### src/dmxk_cfg.svh
// constants of the demux keying and timing chain
// assumes inclusion by bare name from the package and the modules
`ifndef DMXK_CFG_SVH
`define DMXK_CFG_SVH
`define DMXK_CHANNELS 8
`define DMXK_SEQ_STAGES 7
`define DMXK_DIV_STAGES 3
`define DMXK_RATIO_DIV2 2'h1
`define DMXK_RATIO_DIV4 2'h2
`define DMXK_RATIO_DIV8 2'h3
`define DMXK_GA_RATIO 2'h2
`define DMXK_SUBCOM_SRC_CH 0
`define DMXK_GATE_COMMON_A 2
`define DMXK_GATE_COMMON_B 3
`define DMXK_SEQ_RST 7'h00
`define DMXK_DIV_RST 3'h0
`endif

### src/dmxk_pkg.sv
// types and decode helpers shared by the sequencer and the chain
// assumes dmxk_cfg.svh is on the include path
`include "dmxk_cfg.svh"
package dmxk_pkg;
    typedef logic [`DMXK_SEQ_STAGES-1:0] dmxk_stages_t;
    typedef logic [`DMXK_CHANNELS-1:0] dmxk_chan_t;
    typedef logic [1:0] dmxk_ratio_t;
    typedef struct packed {
        dmxk_stages_t stages;
    } dmxk_seq_state_t;

    // thermometer fill of k low stages selects channel k
    function automatic dmxk_stages_t dmxk_therm(input logic [2:0] k);
        dmxk_stages_t t;
        t = '0;
        for (int i = 0; i < `DMXK_SEQ_STAGES; i++)
        begin
            t[i] = (3'(i) < k);
        end
        return t;
    endfunction : dmxk_therm

    // six two-input and gates over the seven stages, plus an inverted first-stage tap and a direct last-stage tap
    function automatic dmxk_chan_t dmxk_decode(input dmxk_stages_t s);
        dmxk_chan_t c;
        c = '0;
        c[0] = ~s[0];
        for (int i = 1; i < `DMXK_SEQ_STAGES; i++)
        begin
            c[i] = s[i-1] & ~s[i];
        end
        c[`DMXK_CHANNELS-1] = s[`DMXK_SEQ_STAGES-1];
        return c;
    endfunction : dmxk_decode
endpackage : dmxk_pkg

### src/dmxk_chain.sv
// keying and timing chain: pulse set, divider, three sequencers,
// keying matrix and eight data gates
// assumes clock square wave and frame sync arrive asynchronously on pins
//
// Operation
// - divide by two, four, eight via three stages
// - each stage has own set and reset
// - second telemetry mode forces divide by four
// - frame sync reset clears stages in use
// - eight sequential channels, seven stages, eight gates
// - each trigger steps to next channel
// - reset pulse picks the active channel
// - matrix ands eight distinct sequencer pairs
// - matrix key only while both inputs high
// - eight two-input data and gates
// - gates one-four, five-eight share common inputs
// - first and eighth gate keys go outside
// - gate passes video when keyed, else zero
// - three inputs give three trigger trains
// - clock rise gives delayed data sync trigger
// - only clock path carries the delay
// - divider output rise triggers low-speed sequencer
// - subcom pulse rise triggers subcom sequencer
`timescale 1ns/10ps
`include "dmxk_cfg.svh"
module dmxk_chain #(
    parameter int VW = 12,
    parameter int DW = 12
) (
    input wire logic core_clk,
    input wire logic rst,
    input wire logic clk_sq_pin,
    input wire logic frame_sync_pin,
    input wire logic [`DMXK_DIV_STAGES-1:0] div_set_pin,
    input wire logic [`DMXK_DIV_STAGES-1:0] div_reset_pin,
    input wire logic ga_mode,
    input wire logic [1:0] div_ratio,
    input wire logic [DW-1:0] dsync_delay,
    input wire logic [2:0] main_phase_ch,
    input wire logic [2:0] low_phase_ch,
    input wire logic [2:0] subcom_phase_ch,
    input wire logic [VW-1:0] video_in,
    output logic data_sync_trig,
    output logic low_trig,
    output logic subcom_trig,
    output logic [`DMXK_DIV_STAGES-1:0] div_out,
    output logic [`DMXK_CHANNELS-1:0] sh_key,
    output logic key_first,
    output logic key_last,
    output logic [`DMXK_CHANNELS-1:0][VW-1:0] gated_video
);
    typedef struct packed {
        logic clk_meta;
        logic clk_sync;
        logic clk_prev;
        logic fs_meta;
        logic fs_sync;
        logic fs_prev;
        logic [`DMXK_DIV_STAGES-1:0] set_meta;
        logic [`DMXK_DIV_STAGES-1:0] set_sync;
        logic [`DMXK_DIV_STAGES-1:0] clr_meta;
        logic [`DMXK_DIV_STAGES-1:0] clr_sync;
        logic [`DMXK_DIV_STAGES-1:0] div;
        logic sel_prev;
        logic sub_prev;
        logic [DW-1:0] dly_cnt;
        logic dly_pend;
        logic dsync;
        logic low;
        logic sub;
        logic [`DMXK_CHANNELS-1:0] key;
        logic [`DMXK_CHANNELS-1:0] gate;
        logic [`DMXK_CHANNELS-1:0][VW-1:0] video;
    } dmxk_core_t;

    dmxk_core_t s;
    dmxk_core_t next_s;
    logic clk_rise;
    logic fs_pulse;
    dmxk_pkg::dmxk_ratio_t ratio;
    logic [`DMXK_DIV_STAGES-1:0] in_use;
    logic [1:0] sel_idx;
    logic sel_out;
    logic sub_src;
    logic carry;
    logic common_a;
    logic common_b;
    dmxk_pkg::dmxk_chan_t main_chan;
    dmxk_pkg::dmxk_chan_t low_chan;
    dmxk_pkg::dmxk_chan_t sub_chan;

    // edges are taken only from the second synchroniser stage
    assign clk_rise = s.clk_sync & ~s.clk_prev;
    assign fs_pulse = s.fs_sync & ~s.fs_prev;

    always_comb
    begin
        if (ga_mode)
        begin
            ratio = `DMXK_GA_RATIO;
        end
        else if (div_ratio == 2'h0)
        begin
            ratio = `DMXK_RATIO_DIV2;
        end
        else
        begin
            ratio = div_ratio;
        end
    end

    always_comb
    begin
        case (ratio)
            `DMXK_RATIO_DIV2: in_use = 3'h1;
            `DMXK_RATIO_DIV4: in_use = 3'h3;
            `DMXK_RATIO_DIV8: in_use = 3'h7;
            default: in_use = 3'h1;
        endcase
    end

    assign sel_idx = ratio - 2'h1;
    assign sel_out = s.div[sel_idx];
    assign sub_src = low_chan[`DMXK_SUBCOM_SRC_CH];
    assign common_a = low_chan[`DMXK_GATE_COMMON_A];
    assign common_b = low_chan[`DMXK_GATE_COMMON_B];

    always_comb
    begin
        next_s = s;
        carry = clk_rise;
        // synchronisers
        next_s.clk_meta = clk_sq_pin;
        next_s.clk_sync = s.clk_meta;
        next_s.clk_prev = s.clk_sync;
        next_s.fs_meta = frame_sync_pin;
        next_s.fs_sync = s.fs_meta;
        next_s.fs_prev = s.fs_sync;
        next_s.set_meta = div_set_pin;
        next_s.set_sync = s.set_meta;
        next_s.clr_meta = div_reset_pin;
        next_s.clr_sync = s.clr_meta;
        // ripple stages made synchronous: a stage toggles when all below are high
        for (int i = 0; i < `DMXK_DIV_STAGES; i++)
        begin
            next_s.div[i] = s.div[i] ^ carry;
            carry = carry & s.div[i];
        end
        if (fs_pulse)
        begin
            next_s.div = next_s.div & ~in_use;
        end
        // pin reset wins over pin set on the same stage
        next_s.div = (next_s.div | s.set_sync) & ~s.clr_sync;
        // undelayed trigger trains from divider and subcom pulses
        next_s.sel_prev = sel_out;
        next_s.low = sel_out & ~s.sel_prev;
        next_s.sub_prev = sub_src;
        next_s.sub = sub_src & ~s.sub_prev;
        // delayed data sync: a new clock rise restarts a pending delay
        next_s.dsync = 1'b0;
        if (clk_rise)
        begin
            next_s.dly_cnt = dsync_delay;
            next_s.dly_pend = 1'b1;
        end
        else if (s.dly_cnt != '0)
        begin
            next_s.dly_cnt = s.dly_cnt - DW'(1);
        end
        else if (s.dly_pend)
        begin
            next_s.dly_pend = 1'b0;
            next_s.dsync = 1'b1;
        end
        // keying matrix
        next_s.key = main_chan & low_chan;
        // data gate and gates with two common inputs
        for (int i = 0; i < `DMXK_CHANNELS; i++)
        begin
            if (i < `DMXK_CHANNELS / 2)
            begin
                next_s.gate[i] = sub_chan[i] & common_a;
            end
            else
            begin
                next_s.gate[i] = sub_chan[i] & common_b;
            end
            if (next_s.gate[i])
            begin
                next_s.video[i] = video_in;
            end
            else
            begin
                next_s.video[i] = '0;
            end
        end
    end

    always_ff @(posedge core_clk)
    begin
        if (rst)
        begin
            s <= '0;
            s.div <= `DMXK_DIV_RST;
        end
        else
        begin
            s <= next_s;
        end
    end

    // main sequencer steps on delayed data sync, others on their trains
    dmxk_seq u_main_seq (
        .core_clk(core_clk),
        .rst(rst),
        .trig(s.dsync),
        .phase_reset(fs_pulse),
        .phase_ch(main_phase_ch),
        .chan(main_chan)
    );

    dmxk_seq u_low_seq (
        .core_clk(core_clk),
        .rst(rst),
        .trig(s.low),
        .phase_reset(fs_pulse),
        .phase_ch(low_phase_ch),
        .chan(low_chan)
    );

    dmxk_seq u_sub_seq (
        .core_clk(core_clk),
        .rst(rst),
        .trig(s.sub),
        .phase_reset(fs_pulse),
        .phase_ch(subcom_phase_ch),
        .chan(sub_chan)
    );

    assign data_sync_trig = s.dsync;
    assign low_trig = s.low;
    assign subcom_trig = s.sub;
    assign div_out = s.div;
    assign sh_key = s.key;
    assign key_first = s.gate[0];
    assign key_last = s.gate[`DMXK_CHANNELS-1];
    assign gated_video = s.video;
endmodule : dmxk_chain

### src/dmxk_seq.sv
// eight-channel pulse sequencer: seven stages, eight decode gates
// assumes one-cycle trigger and phase reset pulses on core_clk
`timescale 1ns/10ps
`include "dmxk_cfg.svh"
module dmxk_seq (
    input wire logic core_clk,
    input wire logic rst,
    input wire logic trig,
    input wire logic phase_reset,
    input wire logic [2:0] phase_ch,
    output logic [`DMXK_CHANNELS-1:0] chan
);
    dmxk_pkg::dmxk_seq_state_t s;
    dmxk_pkg::dmxk_seq_state_t next_s;

    always_comb
    begin
        next_s = s;
        if (phase_reset)
        begin
            next_s.stages = dmxk_pkg::dmxk_therm(phase_ch);
        end
        else if (trig)
        begin
            // last channel wraps by emptying the thermometer
            if (s.stages[`DMXK_SEQ_STAGES-1])
            begin
                next_s.stages = '0;
            end
            else
            begin
                next_s.stages = {s.stages[`DMXK_SEQ_STAGES-2:0], 1'b1};
            end
        end
    end

    always_ff @(posedge core_clk)
    begin
        if (rst)
        begin
            s.stages <= `DMXK_SEQ_RST;
        end
        else
        begin
            s <= next_s;
        end
    end

    assign chan = dmxk_pkg::dmxk_decode(s.stages);
endmodule : dmxk_seq

### config.mk
export PLATFORM = sky130hd
export DESIGN_NAME = dmxk_chain
export DESIGN_NICKNAME = d
export VERILOG_FILES = /design/src/dmxk_pkg.sv /design/src/dmxk_chain.sv /design/src/dmxk_seq.sv
export VERILOG_INCLUDE_DIRS = /design/src
export SDC_FILE = /design/constraint.sdc
export NUM_CORES = 1
export LEC_CHECK = 0
export BUFFER_PORTS_ARGS = -buffer_cell sky130_fd_sc_hd__clkbuf_2
export CORE_MARGIN = 4
export CORE_UTILIZATION = 55
export DETAILED_ROUTE_END_ITERATION = 16
export HOLD_SLACK_MARGIN = 0.12
export PLACE_DENSITY = 0.79
export SETUP_SLACK_MARGIN = 0.3
export SLEW_MARGIN = 20
export SYNTH_ARGS = -nofsm -noshare
export SYNTH_HDL_FRONTEND = slang
export SYNTH_SLANG_ARGS = --single-unit
### constraint.sdc
create_clock -name core_clk -period 3.5 [get_ports core_clk]
set_clock_uncertainty 0.1 [all_clocks]
set_input_delay 0.35 -clock core_clk [delete_from_list [all_inputs] [get_ports core_clk]]
set_output_delay 0.35 -clock core_clk [all_outputs]
set_load 0.005 [all_outputs]
[Word level (Yosys, flattened, before mapping)]
Cells that the tools add are included.
Storage, ports and cells
  bits in registers: 172
  latch bits: 0
  bits in writable memories: 0
  bits in read-only memories: 0
  output and inout bits: 112
  word-level logic and storage cells: 166
  memories kept: 0
Cells by class
  add/subtract/negate cells: 2
  multiply operators: 0
  div/mod/pow operators: 0
  magnitude comparators: 22
  equality and inequality tests: 3
  shifts and indexed selects: 0
  multiplexer cells: 19
  bitwise operators: 74
  reduce and logical (&&, ||, !) cells: 15
Operator list (count)
  two-way mux 7 bit: 9
  inverter 1 bit: 33
  bitwise AND 1 bit: 32
  less-than comparator 3 bit, first input constant: 9
  less-than comparator 1 x 3 -> 1 bit, first input constant: 6
  less-than comparator 2 x 3 -> 1 bit, first input constant: 6
  OR reduction 2 bit: 8
  two-way mux 13 bit: 1
  two-way mux 12 bit: 1
  nonzero test 12 bit: 1
  subtractor 12 x 1 -> 12 bit, second input constant: 1
  bitwise AND 8 bit: 1
  nonzero test 2 bit: 4
  bitwise AND 3 bit: 2
  two-way mux 2 bit: 3
  inverter 3 bit: 2
  case mux 3 bit (2 select lines): 1
  equality test 2 bit, second input constant: 2
  less-than comparator 2 x 3 -> 1 bit, second input constant: 1
  two-way mux 3 bit: 1
  OR 3 bit: 1
  OR reduction 3 bit: 1
  bitwise XOR 1 bit: 3
  binary-select mux 1 bit (select 2 bit): 1
  other kinds (4): 5

[Depth between registers and ports, before layout]
Gate-level depths: netlist (run 1).
  word-level depth: 10
  depth in mapped cells: 8
  gate-level depth less buffers: 8

[Hierarchy]
Synthesis (run 1) repeated with hierarchy kept, for this count alone.
Unflattened totals
  cells, all modules: 648
  area, all modules: 6491.2 µm²
Modules (own cells, without submodules)
  dmxk_chain: instances 1, cells an instance 504, area an instance 5241.3 µm²
  dmxk_seq: instances 3, cells an instance 48, area an instance 416.6 µm²

[Worst setup path after synthesis (run 1)]
OpenSTA, ideal clock, no wires.
  path kind: reg2reg
  start point: register s[118] (netlist name)
  end point: register s[116] (netlist name)
  library setup time: 0.122 ns
  data arrival time: 1.449 ns
  data required time: 3.278 ns
  setup slack: 1.829 ns
  cell stages (with the launch flop): 5
  period minus slack after synthesis: 1.671 ns
  cell sequence: dfxtp_1 > nor4_4 > nand4_2 > and4_4 > a311o_1
On the way
  cells in the longest elaborated chain, start to end: 2
RTL lines
  start: declaration: RTL line dmxk_chain.sv:76  | dmxk_core_t s;
  start signal: assignment: RTL line dmxk_chain.sv:209  | s <= next_s;
  nonzero test 12 bit: RTL line dmxk_chain.sv:167  | else if (s.dly_cnt != '0)
  nonzero test 2 bit (no source line)
No other way between the ends.
A chain may end at the register's enable or synchronous reset.

[Worst setup path in the final report (run 1)]
  start point: register s[123] (netlist name)
  end point: register s[123] (netlist name)
On the way
  cells in the longest elaborated chain, start to end: 3
  elaborated cells between the ends (all ways): 5
RTL lines
  subtractor 12 x 1 -> 12 bit: RTL line dmxk_chain.sv:169  | next_s.dly_cnt = s.dly_cnt - DW'(1);
  two-way mux 12 bit: RTL line dmxk_chain.sv:167
  two-way mux 13 bit: RTL line dmxk_chain.sv:162  | if (clk_rise)
Parallel ways exist; a longest one is shown, timed or not. The select of a mux whose other input is x is not followed.

==> summary.txt, run 1 <==
Detailed routing
  • Pre-Repair DR Iteration Count: 4
  • DR WL met2: 6466 µm
  • Top sig layer: met4
  • Met1 WL: 5143 µm
  • Routed WL per cell: around 15 µm
  • 1st-iter DRT viols: 268
  • Met3 wire length: 1065 µm
  • WL final: roughly 13000 µm
  • # DRC: 0
  • DR vias: 4261
  • Vias per inst: 5.019
  • Routed Antenna Nets: 0

Logic synthesis
  • Synth top area cells: dfxtp_1 (53%), buf_4 (13%), and2_1 (9.7%)
  • Synth Register Bits: 166
  • Post-synth ARST share: 0%
  • Post-synth top flop: dfxtp_1
  • Top-count cell post-synth: dfxtp_1
  • Syn Inst Count: around 620
  • Avg Inst Size Synth: around 10 µm²
  • Synth area leader: dfxtp_1
  • Netlist cell types: 34
  • Synthesized area: between 0.006 and 0.007 mm²
  • Synth cell count leaders: dfxtp_1 (166), buf_4 (107), and2_1 (96), nor2b_1 (36), nor3_1 (26)
  • Warnings from Yosys: 0
  • EDFF count, synth: 0
  • Share of the synthesized area in the top cell type: 53.44%
  • Sequential element share of the synthesized area: 53.44%
  • Post-Syn Nets: 673

Setup path
  • Worst Setup Path Type: flip-flop to flip-flop
  • Crit path max fanout: 9
  • Kind of start point of the critical path: flip-flop
  • Crit path DAT: 2.08 ns
  • Worst setup EP type: flip-flop
  • Critical Path RT: 3.69 ns
  • Worst-case reg-to-reg path depth: 4

Placed design
  • Pre-CTS setup slack: 1.453 ns
  • Detailed Place HPWL: 8795 µm
  • Gpl congestion: 0.8134
  • Post-DP Area: 0.006339 mm²
  • Port bufs: 157

STA
  • Setup TNS: 0 ns
  • Fin crit period: roughly 1.9 ns
  • Final Cycle Share: 53.97%
  • Worst relative slew slack: 36.42%
  • Pins Over Slew Limit: 0
  • Hold Vio Cnt, Final: 0
  • Post-route setup slack: 1.611 ns
  • RSZ-0062 raised after global routing: no
  • # setup viols final: 0
  • Min Hold Slack: between 0.1 and 0.15 ns
  • Fmax: 529.4 MHz
  • Worst-Margin Slew: roughly 0.95 ns

Global route
  • Largest net degree at the start of global routing: 52
  • Tot GR Track Use: 20.30%
  • Total gr overflow: 0
  • Initial antenna violation count: 0
  • First-pass GRT wire length: 20520 µm
  • Vias in the first global route: around 4200

CTS
  • CTS H-Tree Depth: 4
  • CTS sink count: 166
  • Post-CTS Resized: 0
  • Root buf cell: clkbuf_16
  • Inserted Clock Buffers: 17
  • TritonCTS clock tree: done
  • Register clock-pin slew on the reported worst setup and hold paths: 0.06 ns
  • Clock Latency Late Sink: 0.42 ns
  • Max Root-Sink Buffers: 2
  • Number of setup buffers added after CTS: 0

Floorplan
  • Initial Utilization: 56.86%
  • Top Ports: 158
  • Die X: 114.3 µm
  • Rows: 38
  • Core area: 0.01094 mm²
  • Die area: 0.01307 mm²
  • Die Y: roughly 110 µm

Power
  • Pwr/cell area: 629.0 mW/mm²
  • Lkg Pwr: 3.209 nW
  • Worst VDD drop: 429.2 µV

Hold path
  • Hold/Removal Path Class: input port to flip-flop
  • Worst hold path depth: 2

Finish
  • Share of layout cells above drive strength 1: 28.07%
  • Final core occ: 66.17%
  • Post-route cell area: between 0.007 and 0.008 mm²
  • Number of antenna diodes: 0
  • # nets final: 749
  • Synth-to-Final Area Change: 16.36%

Flow run
  • Max-cap violation count: 0

Outcome
  • Run status: completed
-- power by group --
group	leakage (nW)	switching, mW	internal, mW
sequential	1.35	0.0913	1.98
clock	0.301	0.765	1.20
combinational	1.56	0.271	0.238
total	3.21	1.13	3.42
-- layout make-up --
class                      count  area [µm²]
clock buffer                  18       429.2
clock inverter                13       197.7
fill                         823        3700
inverter                      11       41.29
multi-input combinational    315        1998
sequential                   166        3323
tap                          140       175.2
timing repair buffer         186        1071
-- metrics by stage --
stage / total power [mW] / instances
2_1_floorplan: 2.451 / 621
3_3_place_gp: 2.550 / 791
3_5_place_dp: 2.583 / 791
4_1_cts: 4.566 / 849
5_1_grt: 4.728 / 849
6_report: 4.552 / 849
-- sequential cells by signal, indices dropped and copies added (netlist names) --
signal and flops:
key_last 1, u_main_seq.s 7, div_out 3, key_first 1
u_sub_seq.s 7, gated_video 96, sh_key 8, subcom_trig 1
u_low_seq.s 7, low_trig 1, s 23, next_s 10
data_sync_trig 1
-- final timing paths --
path	start	to	slack [ns]
max	s[123]	s[123]	1.61
min	video_in[6]	gated_video[66]	0.13
max reg2reg	s[123]	s[123]	1.61
min reg2reg	s[129]	low_trig	0.29
-- timing repair --
action	CTS	global route
endpoints found under the hold margin	52	0
hold buffers	27	0
endpoints found under the setup margin	0	0
-- cells by family (layout without fill, tap and decap cells) --
logic type      after synthesis  count (layout)  synth area share, %
simple gates                238             238                22.49
flops                       166             166                53.44
buf+inv                     140             228                14.91
compound gates               60              60                6.399
xor+xnor                     11              11                1.549
fa+ha+maj                     6               6                1.207
-- worst max-delay path, cell delays in order, from the launching register on --
cell and delay (ns):
dfxtp_1 0.34, nor4_1 0.55, nand4b_1 0.30, nand2_1 0.32
o21ai_0 0.15
-- layer usage --
| layer | vias to the layer above | global-route usage, % |
|---|---|---|
| met5 | - | 0 |
| met4 | 0 | 9.739 |
| met3 | 20 | 5.973 |
| met2 | 190 | 34.62 |
| met1 | 1966 | 23.31 |
| li1 | 2085 | - |
-- cells in the final DEF, fill, tap and decap left out, types with 3 or more instances in the layout --
cell type / netlist / routed
bufinv_16: 0 / 4
dlygate4sd3_1: 0 / 27
nor3b_2: 0 / 6
nand2_1: 23 / 23
a221oi_1: 3 / 3
dfxtp_1: 166 / 166
nand3b_1: 7 / 7
o21ai_0: 20 / 20
nor3b_1: 10 / 4
a311oi_1: 15 / 15
nand3_1: 4 / 4
inv_1: 10 / 10
nand4_1: 4 / 4
nor2_1: 19 / 19
nor3_1: 26 / 26
xnor2_1: 3 / 3
a21oi_1: 12 / 12
clkbuf_2: 0 / 157
ha_1: 6 / 6
a211oi_1: 7 / 7
xor2_1: 8 / 8
nor2b_1: 36 / 36
clkbuf_16: 0 / 17
nor4_1: 3 / 3
and2_1: 96 / 96
No activity file was read; power rests on OpenSTA's default activity.
==> inputs of run 2 (changes only) <==
CORE_UTILIZATION = 47   (was 55)
PLACE_DENSITY = 0.72   (was 0.79)
clock period = 1.65 ns   (was 3.5 ns; I/O delays follow)
==> run 2 against run 1 <==
Die area rose by 16%. Final area rose by 8.9%. Final cell count rose by 9.7%. Worst setup slack got worse by 1.5 ns. Combinational power rose to 3.1 times the previous value. Sequential power rose by 110%. Core utilization fell by 4.5 points.
==> summary.txt, run 2 (synthesis gave the netlist of run 1 again) <==
Outcome
  • Run status: completed

Floorplan
  • Die area: 0.01514 mm² (+16%)
  • Top Ports: 158 (unchanged)
  • Rows: 41 (+7.9%)
  • Die X: 123.0 µm (+7.6%)
  • Die Y: 123.0 µm (+7.6%)
  • Core area: 0.01277 mm² (+17%)
  • Initial Utilization: 48.68% (-8.2 points)

STA
  • Hold Vio Cnt, Final: 0 (unchanged)
  • Worst relative slew slack: 76.80% (+40 points)
  • Pins Over Slew Limit: 0 (unchanged)
  • RSZ-0062 raised after global routing: yes
  • Fin crit period: 1.575 ns (-0.3137 ns)
  • Final Cycle Share: 95.46% (+41 points)
  • Fmax: 634.9 MHz (+20%)
  • Setup TNS: 0 ns (unchanged)
  • # setup viols final: 0 (unchanged)
  • Worst-Margin Slew: 0.3448 ns (-0.6048 ns)

Hold path
  • Hold/Removal Path Class: input port to flip-flop

Setup path
  • CP max stage cell: nor4_4
  • Crit-path cells: nor4_4, nand4_2, and4_4, a311o_1
  • Worst setup EP type: flip-flop
  • Delay of the slowest cell on the worst path: 0.35 ns (-0.20 ns)
  • Reg2reg setup slack: 0.07 ns (-1.54 ns)
  • Crit path max fanout: 4 (-5)
  • Critical Path RT: 1.86 ns (-1.83 ns)
  • Crit path DAT: 1.78 ns (-0.30 ns)
  • Kind of start point of the critical path: flip-flop
  • Worst Setup Path Type: flip-flop to flip-flop

CTS
  • Register clock-pin slew on the reported worst setup and hold paths: 0.07 ns (about the same)
  • Clock Latency Late Sink: 0.42 ns (about the same)
  • Hold-fix buffers, CTS: 44 (+63%)
  • TritonCTS clock tree: done
  • Inserted Clock Buffers: 17 (unchanged)
  • CTS sink count: 166 (unchanged)
  • Max Root-Sink Buffers: 2 (unchanged)
  • Root buf cell: clkbuf_16
  • CTS H-Tree Depth: 4 (unchanged)

Detailed routing
  • Routed WL per cell: 15.12 µm (-0.97%)
  • # DRC: 0 (unchanged)
  • DR vias: 4358 (+2.3%)
  • WL final: 14080 µm (+8.6%)
  • Pre-Repair DR Iteration Count: 4 (unchanged)
  • 1st-iter DRT viols: 222 (-17%)
  • Routed Antenna Nets: 0 (unchanged)
  • Vias per inst: 4.681 (-6.7%)

Finish
  • Most common cell after layout, fill and taps aside: clkbuf_2
  • Synth-to-Final Area Change: 26.74%
  • Final core occ: 61.70% (-4.5 points)
  • Post-route cell area: 0.007881 mm² (+8.9%)
  • FILL cells: 1005 (+22%)
  • # nets final: 798 (+6.5%)
  • Number of antenna diodes: 0 (unchanged)
  • Commonest non-fill, non-tap cells in the layout: clkbuf_2 (157), dfxtp_1 (156), and2_1 (95)
  • Max reg flops: 96 (unchanged)
  • Share of layout cells above drive strength 1: 36.23% (+8.2 points)

Power
  • Sequential power share: 45.7% (+0.2 points)
  • Switch Pwr: 2.721 mW (+140%)
  • Lkg Pwr: 3.471 nW (+8.2%)
  • P_int: 7.014 mW (+100%)
  • Clk pwr share: 38.1% (-5.2 points)
  • Pwr/cell area: 1235 mW/mm² (+96%)
  • Proportion of power drawn by combinational gates: 16.2% (+5.0 points)
  • Worst VDD drop: 734.5 µV (+71%)
  • Switching Share: 27.95% (+3.2 points)

Placed design
  • Gpl congestion: 0.8367 (+2.9%)
  • Post-DP Area: 0.006536 mm² (+3.1%)
  • Port bufs: 157 (unchanged)
  • Detailed Place HPWL: 8787 µm (about the same)

Global route
  • First-pass GRT wire length: 21390 µm (+4.2%)
  • Tot GR Track Use: 18.28% (-2.0 points)
  • Total gr overflow: 0 (unchanged)
  • Vias in the first global route: 4320 (+3.4%)
  • Largest net degree at the start of global routing: 23 (-56%)
  • Initial antenna violation count: 0 (unchanged)

Flow run
  • Max-cap violation count: 0 (unchanged)
[run 2: path summary, 6_finish.rpt]
check,startpoint,to,cells past startpoint
min reg2reg,s[129],low_trig,1
max reg2reg,s[123],s[116],4
min,rst,sh_key[2],4
max,s[123],s[116],4
[run 2: metal layers]
| layer | track usage (%) | up-vias | wire [µm] |
|---|---|---|---|
| li1 | - | 2193 | - |
| met1 | 21.57 | 1988 | 5813 |
| met2 | 31.88 | 153 | 7003 |
| met5 | 0 | - | 0 |
| met3 | 5.032 | 24 | 1013 |
| met4 | 6.574 | 0 | 248 |
[run 2: layout make-up]
type / instances / area, µm² / share of cell area [%]
Clock buffer: 18 / 429.2 / 5.445
Inverter: 11 / 53.80 / 0.6826
Timing Repair Buffer: 234 / 1504 / 19.08
Sequential cell: 166 / 3351 / 42.51
Clock inverter: 14 / 126.4 / 1.603
Tap cell: 172 / 215.2 / 2.731
Multi-Input combinational cell: 316 / 2202 / 27.94
[run 2: repair_timing]
action / in CTS / in global routing
resized for setup: 18 / 46
setup buffers: 6 / 8
endpoints found under the hold margin: 140 / 1
gates cloned: 1 / 2
endpoints found under the setup margin: 28 / 111
pin swaps: 8 / 15
[run 2: power groups by stage]
stage | Sequential (mW) | Clock, mW | Combinational [mW]
floorplan | 4.43 | 0 | 0.825
global placement | 4.47 | 0 | 1.05
detailed placement | 4.49 | 0 | 1.11
CTS | 4.42 | 3.76 | 1.38
global route | 4.48 | 3.96 | 1.73
finish | 4.45 | 3.71 | 1.57
[run 2: stage by stage]
stage	cells	worst slack, ns	hold WS [ns]	total power, mW
global route	931	0.002440	0.1189	10.17
global placement	838	0.09917	0.2622	5.524
floorplan	621	0.09415	0.1735	5.260
finish	931	0.07492	0.09891	9.735
CTS	921	0.09119	0.1179	9.567
detailed placement	838	0.02611	0.2733	5.596
[run 2: worst max-delay path, delay by kind of cell, from the launching register on]
| family | cells | cell delay, ns |
|---|---|---|
| AND/OR/NAND/NOR | 3 | 0.75 |
| flip-flops | 1 | 0.34 |
| AO/OA/AOI/OAI | 1 | 0.27 |
==> inputs of run 3 (changes only) <==
ABC_AREA = 1   (was unset)
CORE_UTILIZATION = 48   (was 47)
PLACE_DENSITY = 0.73   (was 0.72)
==> run 3 against run 2 <==
Non-clock buffer count decreased by 18. Core utilization decreased by 0.63 points. Final cell count increased by 10%. Global-route usage increased by 0.76 points. Critical path type unchanged. Critical endpoint is now u_sub_seq.s[3]. Largest power group unchanged. Final area decreased by 1.4%.
==> summary.txt, run 3 <==
Detailed routing
  • Vias per inst: 4.651 (-0.65%)
  • Routed Antenna Nets: 0 (unchanged)
  • Pre-Repair DR Iteration Count: 5 (+1)
  • Routed WL per cell: 13.62 µm (-9.9%)
  • # DRC: 0 (unchanged)
  • DR vias: 4781 (+9.7%)
  • WL final: 14000 µm (-0.53%)
  • 1st-iter DRT viols: 302 (+36%)

Placed design
  • Dpl cells: 946 (+13%)
  • Detailed Place HPWL: 8938 µm (+1.7%)
  • Port bufs: 157 (unchanged)
  • Gpl congestion: 0.8336 (-0.37%)

Logic synthesis
  • Synthesized area: 0.006295 mm² (+1.2%)
  • EDFF count, synth: 0 (unchanged)
  • Post-Synth Adder-Cell Area: 1.193% (-0.015 points)
  • Netlist cell types: 32 (-5.9%)
  • Largest family of logic cells by synthesized area: buffers and inverters
  • Post-synthesis simple-gate area fraction: 19.26% (-3.2 points)
  • Sequential element share of the synthesized area: 52.79% (-0.65 points)
  • Synth area leader: dfxtp_1
  • Synth Register Bits: 166 (unchanged)
  • Synth cell count leaders: dfxtp_1 (166), nor2_1 (128), buf_4 (108), inv_1 (76), nand2_1 (75)
  • Share of the synthesized area in the top cell type: 52.79% (-0.65 points)
  • Post-synthesis mux area share: 0% (unchanged)
  • Post-Syn Nets: 785 (+17%)
  • Post-synth top flop: dfxtp_1
  • Post-synthesis compound-gate area fraction: 6.559% (+0.16 points)
  • Post-synth ARST share: 0% (unchanged)
  • Syn Inst Count: 733 (+18%)
  • Synth Area in XOR/XNOR: 0.6957% (-0.85 points)
  • Avg Inst Size Synth: 8.588 µm² (-14%)
  • Synth top area cells: dfxtp_1 (53%), buf_4 (13%), nor2_1 (7.6%)
  • Top-count cell post-synth: dfxtp_1
  • Warnings from Yosys: 0 (unchanged)

Power
  • P_int: 7.065 mW (+0.72%)
  • Proportion of power drawn by combinational gates: 20.6% (+4.4 points)
  • Worst VDD drop: 958.7 µV (+31%)
  • Lkg Pwr: 3.707 nW (+6.8%)
  • Clk pwr share: 35.7% (-2.4 points)
  • Sequential power share: 43.8% (-1.9 points)
  • Switching Share: 30.58% (+2.6 points)
  • Pwr/cell area: 1310 mW/mm² (+6.0%)
  • Switch Pwr: 3.113 mW (+14%)

Setup path
  • Reg2reg setup slack: 0.23 ns (+0.15 ns)
  • Worst Setup Path Type: flip-flop to flip-flop
  • Crit path DAT: 1.69 ns (-0.09 ns)
  • Worst-case reg-to-reg path depth: 9 (+5)
  • Reg2reg end: u_sub_seq.s[3]
  • Reg-to-reg startpoint: next_s[145]
  • Worst setup EP type: flip-flop
  • Critical Path RT: 1.92 ns (+0.06 ns)
  • Crit path max fanout: 10 (+6)
  • Kind of start point of the critical path: flip-flop

Floorplan
  • Rows: 41 (unchanged)
  • Core area: 0.01272 mm² (-0.40%)
  • Top Ports: 158 (unchanged)
  • Initial Utilization: 49.48% (+0.80 points)
  • Die Y: 122.5 µm (-0.41%)
  • Die X: 122.5 µm (-0.41%)
  • Die area: 0.01501 mm² (-0.83%)

Hold path
  • Worst Hold End: u_low_seq.s[3]
  • Hold/Removal Path Class: input port to flip-flop
  • Hold path start: rst
  • Worst hold path depth: 4 (unchanged)

STA
  • RSZ-0062 raised after global routing: yes
  • Fmax: 703.7 MHz (+11%)
  • Worst relative slew slack: 71.34% (-5.5 points)
  • Fin crit period: 1.421 ns (-0.1540 ns)
  • Hold Vio Cnt, Final: 0 (unchanged)
  • Worst-Margin Slew: 0.4300 ns (+0.08512 ns)
  • Final Cycle Share: 86.13% (-9.3 points)
  • # setup viols final: 0 (unchanged)
  • Pins Over Slew Limit: 0 (unchanged)
  • Setup TNS: 0 ns (unchanged)

Outcome
  • Run status: completed

CTS
  • Inserted Clock Buffers: 17 (unchanged)
  • CTS sink count: 166 (unchanged)
  • Register clock-pin slew on the reported worst setup and hold paths: 0.06 ns (about the same)
  • Clock Latency Late Sink: 0.42 ns (about the same)
  • Root buf cell: clkbuf_16
  • TritonCTS clock tree: done
  • Max Root-Sink Buffers: 2 (unchanged)
  • CTS H-Tree Depth: 4 (unchanged)

Finish
  • Final core occ: 61.07% (-0.63 points)
  • Number of antenna diodes: 0 (unchanged)
  • Final Non-Filler Cells: 1028 (+10%)
  • Commonest non-fill, non-tap cells in the layout: dfxtp_1 (159), clkbuf_2 (157), nor2_1 (124)
  • Most common cell after layout, fill and taps aside: dfxtp_1
  • Synth-to-Final Area Change: 23.43%
  • Max reg flops: 96 (unchanged)
  • # nets final: 896 (+12%)
  • Share of layout cells above drive strength 1: 33.29% (-2.9 points)

Global route
  • Total gr overflow: 0 (unchanged)
  • Vias in the first global route: 4519 (+4.6%)
  • Largest net degree at the start of global routing: 43 (+87%)
  • Initial antenna violation count: 0 (unchanged)
  • First-pass GRT wire length: 21960 µm (+2.7%)
  • Tot GR Track Use: 19.04% (+0.76 points)

Flow run
  • Max-cap violation count: 0 (unchanged)
-- run 3: changes by cell type after synthesis, sizes merged, moves of 8 or more --
cell    delta
o211ai     +9
inv       +72
and2      -96
o21ai      +8
clkbuf    -14
nor2     +136
nor3b     -10
buf       +10
nor2b     -36
nand2     +54
a21oi     +18
nand3     +17
a311oi    -15
nor3      -12
-- run 3: cells by family (layout without fill, tap and decap cells) --
group	after synthesis	after routing
AOI/OAI and AO/OA	75	75
xor gates and xnor gates	5	5
adders and majority gates	6	6
buffers and inverters	208	330
DFF	166	166
and+or+nand+nor	273	274
-- run 3: per-layer routing --
layer	GRT usage, %	up-vias	part of all wire [%]
met5	0	-	0
met4	7.978	0	1.9
met3	6.083	22	6.7
met2	32.46	179	49
met1	22.05	2189	42
li1	-	2391	-
-- run 3: what timing repair did --
item                                   4_1_cts  5_1_grt
setup buffers                                4        2
setup endpoints to repair                   15       42
endpoints found under the hold margin      136       10
pin swaps                                    7       18
cloned                                       2        1
gates resized for setup                     26       36
hold buffers                                41        1
-- run 3: final cells by class --
cell class / instances / area [µm²]
Clock inverter: 14 / 115.1
Clock buffer: 17 / 425.4
Multi-Input combinational cell: 360 / 1944
Sequential cell: 166 / 3332
Timing Repair Buffer: 216 / 1404
Inverter: 83 / 334.1
Fill cell: 1049 / 4952
Tap cell: 172 / 215.2
-- run 3: metrics by stage --
stage | hold WS, ns | cell area [µm²] | power (mW) | worst slack (ns)
finish | 0.06346 | 7770 | 10.18 | 0.2289
global route | 0.08160 | 7770 | 10.65 | 0.1431
CTS | -0.03139 | 7622 | 10.02 | 0.2445
detailed placement | 0.2600 | 6504 | 6.000 | 0.1227
global placement | 0.2571 | 6504 | 5.966 | 0.1983
floorplan | 0.1720 | 6335 | 5.666 | 0.2535
-- run 3: worst max path at each step --
| stage | endpoint | cells past startpoint | start | slack [ns] |
|---|---|---|---|---|
| after global routing | s[124] | 9 | s[117] | 0.14 |
| after global placement | low_trig | 10 | div_ratio[1] | 0.20 |
| after CTS | s[127] | 9 | s[117] | 0.24 |
| after floorplan | div_out[2] | 8 | next_s[148] | 0.25 |
| final | u_sub_seq.s[3] | 9 | next_s[145] | 0.23 |
| after detailed placement | low_trig | 10 | div_ratio[1] | 0.12 |
-- run 3: power groups by stage --
stage,registers (mW),clock network (mW),logic [mW]
after global placement,4.49,0,1.47
after global routing,4.48,3.87,2.30
after detailed placement,4.49,0,1.51
after floorplan,4.45,0,1.21
after CTS,4.41,3.71,1.90
final,4.46,3.63,2.09
-- run 3: worst max-delay path, cell delays in order (launching register included) --
cell and delay (ns):
dfxtp_2 0.31, inv_2 0.07, nor2_4 0.07, buf_12 0.13, buf_16 0.13, nor2_4 0.17
nand2_2 0.07, o211ai_1 0.17, nand2_1 0.08, inv_1 0.06
